### config.mk
export PLATFORM = sky130hd
export DESIGN_NAME = dpr_host
export DESIGN_NICKNAME = d
export VERILOG_FILES = /design/src/shared/dpr_pkg.sv /design/src/shared/dpr_tmr_if.sv /design/src/dpr_timer.sv /design/src/dpr_host.sv
export VERILOG_INCLUDE_DIRS = /design/src /design/src/shared
export SDC_FILE = /design/constraint.sdc
export NUM_CORES = 1
export LEC_CHECK = 0
export ABC_AREA = 1
export BUFFER_PORTS_ARGS = -buffer_cell sky130_fd_sc_hd__buf_2
export CAP_MARGIN = 20
export CORE_ASPECT_RATIO = 1.25
export CORE_MARGIN = 2
export CORE_UTILIZATION = 40
export CTS_CLUSTER_DIAMETER = 60
export DETAILED_ROUTE_END_ITERATION = 16
export PLACE_DENSITY = 0.65
export SKIP_LAST_GASP = 1
export SYNTH_ARGS = -nofsm -noshare
export SYNTH_HDL_FRONTEND = slang
export SYNTH_HIERARCHICAL = 1
export SYNTH_SLANG_ARGS = --single-unit
### constraint.sdc
create_clock -name core_clk_in -period 2 [get_ports core_clk_in]
set_input_delay 0.2 -clock core_clk_in [delete_from_list [all_inputs] [get_ports core_clk_in]]
set_output_delay 0.2 -clock core_clk_in [all_outputs]
set_load 0.05 [all_outputs]
### src/shared/dpr_cfg.svh
`ifndef DPR_CFG_SVH
`define DPR_CFG_SVH

// Clock period of core_clk_in
`define DPR_CLK_NS 40

// Memory geometry
`define DPR_ADDR_W 11
`define DPR_DATA_W 8

// Port timing, fastest grade, in ns
`define DPR_T_AS_NS 0
`define DPR_T_WC_NS 45
`define DPR_T_SW_NS 35
`define DPR_T_AW_NS 35
`define DPR_T_WP_NS 35
`define DPR_T_WR_NS 0
`define DPR_T_DW_NS 25
`define DPR_T_DH_NS 0
`define DPR_T_WZ_NS 20
`define DPR_T_HZ_NS 20
`define DPR_T_AA_NS 45
`define DPR_T_RC_NS 45
`define DPR_T_BAA_NS 35
`define DPR_T_BAC_NS 30
`define DPR_T_WDD_NS 70
`define DPR_T_DDD_NS 45
`define DPR_T_WH_NS 20

// Least time in whole cycles, never below one
`define DPR_CEIL(ns) (((ns) + `DPR_CLK_NS - 1) / `DPR_CLK_NS)
`define DPR_CYC(ns) ((`DPR_CEIL(ns) > 0) ? `DPR_CEIL(ns) : 1)
`define DPR_MAX(a, b) (((a) > (b)) ? (a) : (b))

// Derived cycle counts, and the ns figure DPR_T_BDD_NS that DPR_C_BDD is made from
`define DPR_C_AS `DPR_CYC(`DPR_T_AS_NS)
`define DPR_C_WZ `DPR_CYC(`DPR_T_WZ_NS)
`define DPR_C_PULSE `DPR_MAX(`DPR_MAX(`DPR_CYC(`DPR_T_WP_NS), `DPR_CYC(`DPR_T_DW_NS)), \
   `DPR_MAX(`DPR_CYC(`DPR_T_SW_NS), `DPR_CYC(`DPR_T_AW_NS)))
`define DPR_C_WH `DPR_MAX(`DPR_CYC(`DPR_T_WH_NS), `DPR_C_PULSE)
`define DPR_C_DH `DPR_MAX(`DPR_CYC(`DPR_T_DH_NS), `DPR_CYC(`DPR_T_WR_NS))
`define DPR_C_ACC `DPR_MAX(`DPR_CYC(`DPR_T_AA_NS), `DPR_MAX(`DPR_CYC(`DPR_T_BAA_NS), `DPR_CYC(`DPR_T_BAC_NS)))
`define DPR_T_BDD_NS `DPR_MAX(0, `DPR_MAX(`DPR_T_WDD_NS - `DPR_T_WP_NS, `DPR_T_DDD_NS - `DPR_T_DW_NS))
`define DPR_C_BDD `DPR_CYC(`DPR_T_BDD_NS)
`define DPR_C_REC `DPR_MAX(`DPR_CYC(`DPR_T_HZ_NS), `DPR_CYC(`DPR_T_WC_NS - `DPR_T_SW_NS))

`define DPR_TMR_W 4

`endif

### src/shared/dpr_pkg.sv
package dpr_pkg;

   typedef enum logic [3:0] {
      DPR_IDLE,
      DPR_SETUP,
      DPR_WR_OFF,
      DPR_WR_PULSE,
      DPR_WR_BUSY,
      DPR_WR_HOLD,
      DPR_RD_ACC,
      DPR_RD_BUSY,
      DPR_RECOV
   } dpr_state_t;

endpackage

### src/shared/dpr_tmr_if.sv
`timescale 1ns/1ps
interface dpr_tmr_if #(parameter int W = 4);
   logic load;
   logic [W-1:0] value;
   logic done;

   modport ctl (output load, output value, input done);
   modport tmr (input load, input value, output done);
endinterface

### src/dpr_timer.sv
`timescale 1ns/1ps
module dpr_timer #(
   parameter int W = 4
) (
   input wire logic core_clk_in,
   input wire logic reset_in,
   input wire logic ce_in,
   dpr_tmr_if.tmr t
);
   import dpr_pkg::*;

   typedef struct packed {
      logic [W-1:0] cnt;
   } dpr_tmr_st_t;

   dpr_tmr_st_t s_q;
   dpr_tmr_st_t s_d;

   // Loading N of one or more makes the waiting state last exactly N cycles; loading 0 gives one cycle
   // Done looks only at the count, so load never feeds back into it
   assign t.done = (s_q.cnt <= W'(1));

   always_comb begin
      s_d = s_q;
      if (t.load) begin
         s_d.cnt = t.value;
      end else if (s_q.cnt != '0) begin
         s_d.cnt = s_q.cnt - W'(1);
      end
   end

   always_ff @(posedge core_clk_in) begin
      if (reset_in) begin
         s_q <= '0;
      end else if (ce_in) begin
         s_q <= s_d;
      end
   end
endmodule // dpr_timer

### src/dpr_host.sv
`timescale 1ns/1ps
`include "dpr_cfg.svh"
module dpr_host #(
   parameter int AW = `DPR_ADDR_W,
   parameter int DW = `DPR_DATA_W
) (
   input wire logic core_clk_in,
   input wire logic reset_in,
   input wire logic ce_in,
   input wire logic req_in,
   input wire logic we_in,
   input wire logic [AW-1:0] addr_in,
   input wire logic [DW-1:0] wdata_in,
   output logic ready_out,
   output logic done_out,
   output logic [DW-1:0] rdata_out,
   output logic contention_out,
   output dpr_pkg::dpr_state_t state_out,
   output logic cs_n_out,
   output logic rw_n_out,
   output logic oe_n_out,
   output logic [AW-1:0] mem_addr_out,
   output logic [DW-1:0] mem_data_out,
   output logic mem_data_oe_out,
   input wire logic [DW-1:0] mem_data_in,
   input wire logic busy_n_in
);
   import dpr_pkg::*;

   localparam int TW = `DPR_TMR_W;
   localparam logic [TW-1:0] C_AS = TW'(`DPR_C_AS);
   localparam logic [TW-1:0] C_WZ = TW'(`DPR_C_WZ);
   localparam logic [TW-1:0] C_PULSE = TW'(`DPR_C_PULSE);
   localparam logic [TW-1:0] C_WH = TW'(`DPR_C_WH);
   localparam logic [TW-1:0] C_DH = TW'(`DPR_C_DH);
   localparam logic [TW-1:0] C_ACC = TW'(`DPR_C_ACC);
   localparam logic [TW-1:0] C_BDD = TW'(`DPR_C_BDD);
   localparam logic [TW-1:0] C_REC = TW'(`DPR_C_REC);

   typedef struct packed {
      dpr_state_t st;
      logic cs_n;
      logic rw_n;
      logic oe_n;
      logic [AW-1:0] addr;
      logic [DW-1:0] dout;
      logic doe;
      logic [DW-1:0] rdata;
      logic done;
      logic cont;
      logic we;
      logic busy_seen;
   } dpr_host_st_t;

   dpr_host_st_t s_q;
   dpr_host_st_t s_d;

   dpr_tmr_if #(.W(TW)) tmr_bus ();

   dpr_timer #(
      .W(TW)
   ) u_timer (
      .core_clk_in(core_clk_in),
      .reset_in(reset_in),
      .ce_in(ce_in),
      .t(tmr_bus.tmr)
   );

   assign ready_out = (s_q.st == DPR_IDLE);
   assign done_out = s_q.done;
   assign rdata_out = s_q.rdata;
   assign contention_out = s_q.cont;
   assign state_out = s_q.st;
   assign cs_n_out = s_q.cs_n;
   assign rw_n_out = s_q.rw_n;
   assign oe_n_out = s_q.oe_n;
   assign mem_addr_out = s_q.addr;
   assign mem_data_out = s_q.dout;
   assign mem_data_oe_out = s_q.doe;

   always_comb begin
      s_d = s_q;
      s_d.done = 1'b0;
      s_d.cont = 1'b0;
      tmr_bus.load = 1'b0;
      tmr_bus.value = '0;
      unique case (s_q.st)
         DPR_IDLE: begin
            // Address moves only with the port deselected and strobe high
            if (req_in) begin
               s_d.addr = addr_in;
               s_d.rw_n = 1'b1;
               s_d.cs_n = 1'b1;
               s_d.dout = wdata_in;
               s_d.we = we_in;
               s_d.busy_seen = 1'b0;
               tmr_bus.load = 1'b1;
               tmr_bus.value = C_AS;
               s_d.st = DPR_SETUP;
            end
         end
         DPR_SETUP: begin
            if (tmr_bus.done) begin
               // Address has been stable for a cycle before select falls
               s_d.cs_n = 1'b0;
               if (s_q.we) begin
                  // Select and strobe fall together, so the memory never turns its drivers on
                  s_d.rw_n = 1'b0;
                  // Output enable kept high during writes to avoid the longer pulse rule
                  s_d.oe_n = 1'b1;
                  tmr_bus.load = 1'b1;
                  tmr_bus.value = C_WZ;
                  s_d.st = DPR_WR_OFF;
               end else begin
                  s_d.rw_n = 1'b1;
                  s_d.oe_n = 1'b0;
                  tmr_bus.load = 1'b1;
                  tmr_bus.value = C_ACC;
                  s_d.st = DPR_RD_ACC;
               end
            end
         end
         DPR_WR_OFF: begin
            // Wait out the release time before putting data on the bus
            if (tmr_bus.done) begin
               s_d.doe = 1'b1;
               tmr_bus.load = 1'b1;
               tmr_bus.value = C_PULSE;
               s_d.st = DPR_WR_PULSE;
            end
         end
         DPR_WR_PULSE: begin
            if (!busy_n_in) begin
               // Flag low: a slave is inhibiting this write, keep it pending
               s_d.cont = 1'b1;
               s_d.busy_seen = 1'b1;
               s_d.st = DPR_WR_BUSY;
            end else if (tmr_bus.done) begin
               // Both go high together; data stays driven one more cycle
               s_d.cs_n = 1'b1;
               s_d.rw_n = 1'b1;
               tmr_bus.load = 1'b1;
               tmr_bus.value = C_DH;
               s_d.st = DPR_WR_HOLD;
            end
         end
         DPR_WR_BUSY: begin
            s_d.cont = 1'b1;
            if (busy_n_in) begin
               // Strobe held low past the flag release so the write lands
               tmr_bus.load = 1'b1;
               tmr_bus.value = C_WH;
               s_d.st = DPR_WR_PULSE;
            end
         end
         DPR_WR_HOLD: begin
            if (tmr_bus.done) begin
               s_d.doe = 1'b0;
               s_d.done = 1'b1;
               tmr_bus.load = 1'b1;
               tmr_bus.value = C_REC;
               s_d.st = DPR_RECOV;
            end
         end
         DPR_RD_ACC: begin
            // The access wait also covers the flag settling after a match
            if (tmr_bus.done) begin
               if (!busy_n_in) begin
                  s_d.cont = 1'b1;
                  s_d.busy_seen = 1'b1;
                  s_d.st = DPR_RD_BUSY;
               end else begin
                  s_d.rdata = mem_data_in;
                  s_d.cs_n = 1'b1;
                  s_d.oe_n = 1'b1;
                  s_d.done = 1'b1;
                  tmr_bus.load = 1'b1;
                  tmr_bus.value = C_REC;
                  s_d.st = DPR_RECOV;
               end
            end
         end
         DPR_RD_BUSY: begin
            s_d.cont = 1'b1;
            if (busy_n_in) begin
               // Worst-case delay since the writer's actual widths are unknown here
               tmr_bus.load = 1'b1;
               tmr_bus.value = C_BDD;
               s_d.st = DPR_RD_ACC;
            end
         end
         DPR_RECOV: begin
            // Gives the memory time to float the bus and pads the cycle time
            if (tmr_bus.done) begin
               s_d.st = DPR_IDLE;
            end
         end
         default: begin
            s_d.st = DPR_IDLE;
            s_d.cs_n = 1'b1;
            s_d.rw_n = 1'b1;
            s_d.oe_n = 1'b1;
            s_d.doe = 1'b0;
         end
      endcase
   end

   always_ff @(posedge core_clk_in) begin
      if (reset_in) begin
         s_q.st <= DPR_IDLE;
         s_q.cs_n <= 1'b1;
         s_q.rw_n <= 1'b1;
         s_q.oe_n <= 1'b1;
         s_q.addr <= '0;
         s_q.dout <= '0;
         s_q.doe <= 1'b0;
         s_q.rdata <= '0;
         s_q.done <= 1'b0;
         s_q.cont <= 1'b0;
         s_q.we <= 1'b0;
         s_q.busy_seen <= 1'b0;
      end else if (ce_in) begin
         s_q <= s_d;
      end
   end
endmodule // dpr_host

==> summary.md <==
| Metric | Value |
|---|---|
| Status | finished clean |
| Max frequency | 553 MHz |
| TNS Setup | 0 ns |
| Final setup fails | 0 |
| Simple-gate share of the synthesized area | 34.5% |
| Sw Share | 51.2% |
| Vias in the first global route | 2,074 |
| Worst-case reg-to-reg path depth | 13 |
| R2R Setup Slk | 0.19 ns |
| Hpwl dp | 4100 um |
| Synth Cell Area | 2380 um2 |
| Cell leakage power | 0.00133 uW |
| DR vias/cell | 4.87 |
| Final Cycle Share | 90.4% |
| Main combinational cell family by area after synthesis | simple AND/OR/NAND/NOR gates |
| Reg2reg end | u_timer/s_q[2] |
| Final Power | 4360 uW |
| Post-route setup slack | 0.193 ns |
| CTS Sinks | 42 |
| Seq/Total Area, Yosys | 35.4% |
| I/O Pins | 71 |
| Slew margin rel. | 66.1% |
| Post-synth top area cell | dfxtp_1 |
| Pre-antenna DRT Iters | 5 |
| Die area | 6580 um2 |
| CTS clock-pin slew for the worst setup and hold paths | 0.09 ns |
| Pin count of the biggest net entering global routing | 26 |
| Pre-CTS setup slack | 0.111 ns |
| Ys Warns | 6 |
| Clock latency on the worst-skew pair | 0.29 ns |
| Mux share of post-synthesis cell area | 0% |
| Worst slew pin tran | 0.508 ns |
| Post-synth top area share | 35.4% |
| Worst Setup End Kind | register |
| Final hold viol count | 0 |
| DRT iter0 DRCs | 188 |
| Min-delay src | mem_data_in[4] |
| Seq cells post-synth | 42 |
| Internal | 2120 uW |
| Synth Area in XOR/XNOR | 0.368% |
| Fin util | 46.7% |
| Power Density | 1620 nW/um2 |
| DRC viols | 0 |
| Clk root buf | clkbuf_8 |
| Clock network power share | 15.8% |
| CTS Buffer Depth | 2 |
| WL final | 5460 um |
| Worst Hold Endpoint | rdata_out[4] |
| WP data arrival | 2.01 ns |
| Switch Pwr | 2230 uW |
| Reg power frac | 26.4% |
| CTS tree | yes |
| Crit path required time | 2.20 ns |
| Diode count | 0 |
| Gr ovfl total | 0 |
| Buffers on Ports | 70 |
| Synth cell count leaders | 74 x nand2_1, 44 x nor2_1, 42 x dfxtp_1 |
| CTS buffer count | 5 |
| GP Congestion | 0.908 |
| FILL cells | 616 |
| Syn Area/Cell | 6.89 um2 |
| Layout cell share with drive strength beyond 1 | 31.6% |
| DR WL/cell | 12.0 um |
| RSZ-0062 raised after global routing | true |
| Crit Reg-Reg Startpoint | state_out[0] |
| Post-synth EDFFs | 0 |
| Hold depth | 3 |
| Die X | 73.0 um |
| Setup bufs post-CTS | 0 |
| Initial antenna violation count | 0 |
| Crit-path max FO | 6 |
| CP Launch Type | register |
| Vias after detailed routing | 2,216 |
| Initial Util | 41.1% |
| H-tree depth reported by CTS | 2 |
| Comb pwr share | 57.9% |
| Worst hold path type | in -> reg |
| Vert. Die Dim | 90.2 um |
| Worst setup path class | reg -> reg |
| Final min period | 1.81 ns |
| Count of cell types in the netlist | 30 |
| Ys flop type | dfxtp_1 |
| Adder-cell share of the synthesized area | 1.05% |
| Antenna-violating nets left | 0 |
| FFs w/ async S/R, synth | 0% |
| Maxcap violations | 0 |
| Setup Skew | 0.0108 ns |
| Synth Area in Compound Gates | 11.5% |
| Max IR drop VDD | 1180 uV |
| Area delta synth->final | 13.4% |
| Area contributors post-synth | dfxtp_1 35%, nand2_1 12%, buf_4 9.8% |
| Global Route Usage Sum | 17.1% |
| Num rows | 31 |
| Hold Slack | 0.161 ns |
| Core area | 5780 um2 |
| First-pass GRT wire length | 9160 um |
| Fin nets | 423 |
| Cells after Synth | 345 |
| Count leader, synth | nand2_1 |
| Slew Viols, Final | 0 |
[sequential cells by signal (all words and copies together), names as in the netlist]
register,flops
oe_n_out,1
mem_data_out,8
cs_n_out,1
u_timer/s_q,4
state_out,4
done_out,1
contention_out,1
rw_n_out,1
s_q,1
rdata_out,8
mem_data_oe_out,1
mem_addr_out,11
[power by group through the flow]
stage               registers [uW]  clock network, uW  logic, uW
detailed placement            1160                  0       2490
floorplan                     1250                  0       2010
global route                  1180                736       2780
CTS                           1140                708       2500
global placement              1160                  0       2470
finish                        1150                687       2520
[repair_timing]
action,in CTS,in global routing
gates resized for setup,0,7
hold buffers,0,0
setup endpoints to repair,0,7
[layout make-up]
type / count / area (um2) / area share [%]
Multi-Input combinational cell: 234 / 1150 / 42.7
Sequential cell: 42 / 846 / 31.4
Timing Repair Buffer: 76 / 395 / 14.7
Inverter: 29 / 109 / 4.04
Tap cell: 66 / 82.6 / 3.06
Clock buffer: 5 / 68.8 / 2.55
Clock inverter: 3 / 43.8 / 1.62
[stage by stage]
stage	instance area, um2	instances
6_report	2700	455
5_1_grt	2700	455
4_1_cts	2680	455
3_5_place_dp	2560	447
3_3_place_gp	2560	447
2_1_floorplan	2380	346
[how the worst max path moves through the flow]
stage              startpoint        endpoint  slack, ns  cells after the start
2_1_floorplan  u_timer/s_q[0]  u_timer/s_q[2]       0.10                     13
3_3_place_gp   u_timer/s_q[0]  u_timer/s_q[0]       0.18                     11
3_5_place_dp   u_timer/s_q[0]  u_timer/s_q[2]       0.11                     13
4_1_cts        u_timer/s_q[0]  u_timer/s_q[2]        0.1                     13
5_1_grt          state_out[0]  u_timer/s_q[2]    -0.0009                     13
6_report         state_out[0]  u_timer/s_q[2]       0.19                     13
[critical path, stage by stage (launching register included)]
cell,delay (ns)
dfxtp_1,0.44
inv_1,0.11
nand2_1,0.13
nor2_1,0.11
inv_2,0.07
nand2_2,0.07
o21ai_0,0.18
nand2_1,0.11
inv_2,0.08
nand3_2,0.10
nand2_4,0.11
inv_2,0.05
o21bai_1,0.12
nor2_1,0.05
[cell usage in the layout (no fill, tap or decap)]
cell        n
o21a_1      1
nand2_2     6
nand2_4     1
o21ai_0    18
nand3_2     2
ha_1        1
xnor2_1     1
buf_2      70
nand3_1    34
nand2_1    74
dfxtp_1    38
a21oi_2     3
o21bai_1    1
inv_2       9
bufinv_16   1
o211ai_1    2
nor3_1      1
ha_4        1
clkinv_2    1
nand3b_1    1
a31oi_1     1
clkbuf_8    5
a21oi_1    23
inv_6       1
dfxtp_2     4
nand3_4     1
buf_4       6
nor2_1     44
o21ai_2     1
conb_1      2
inv_1      20
nor2_2      8
nand4_1     4
nor2_4      3
[kinds of logic after synthesis]
group	after synthesis
xor+xnor	1
flops	42
compound gates	50
fa+ha+maj	2
other cells	1
buf+inv	70
simple gates	179
[metal layers]
metal	share of wire (%)	track usage, %
met1	43	20.5
met2	51	28.5
met3	4.4	3.92
met4	1.0	7.25
met5	0	0
Power figures use the tool's default switching activity.
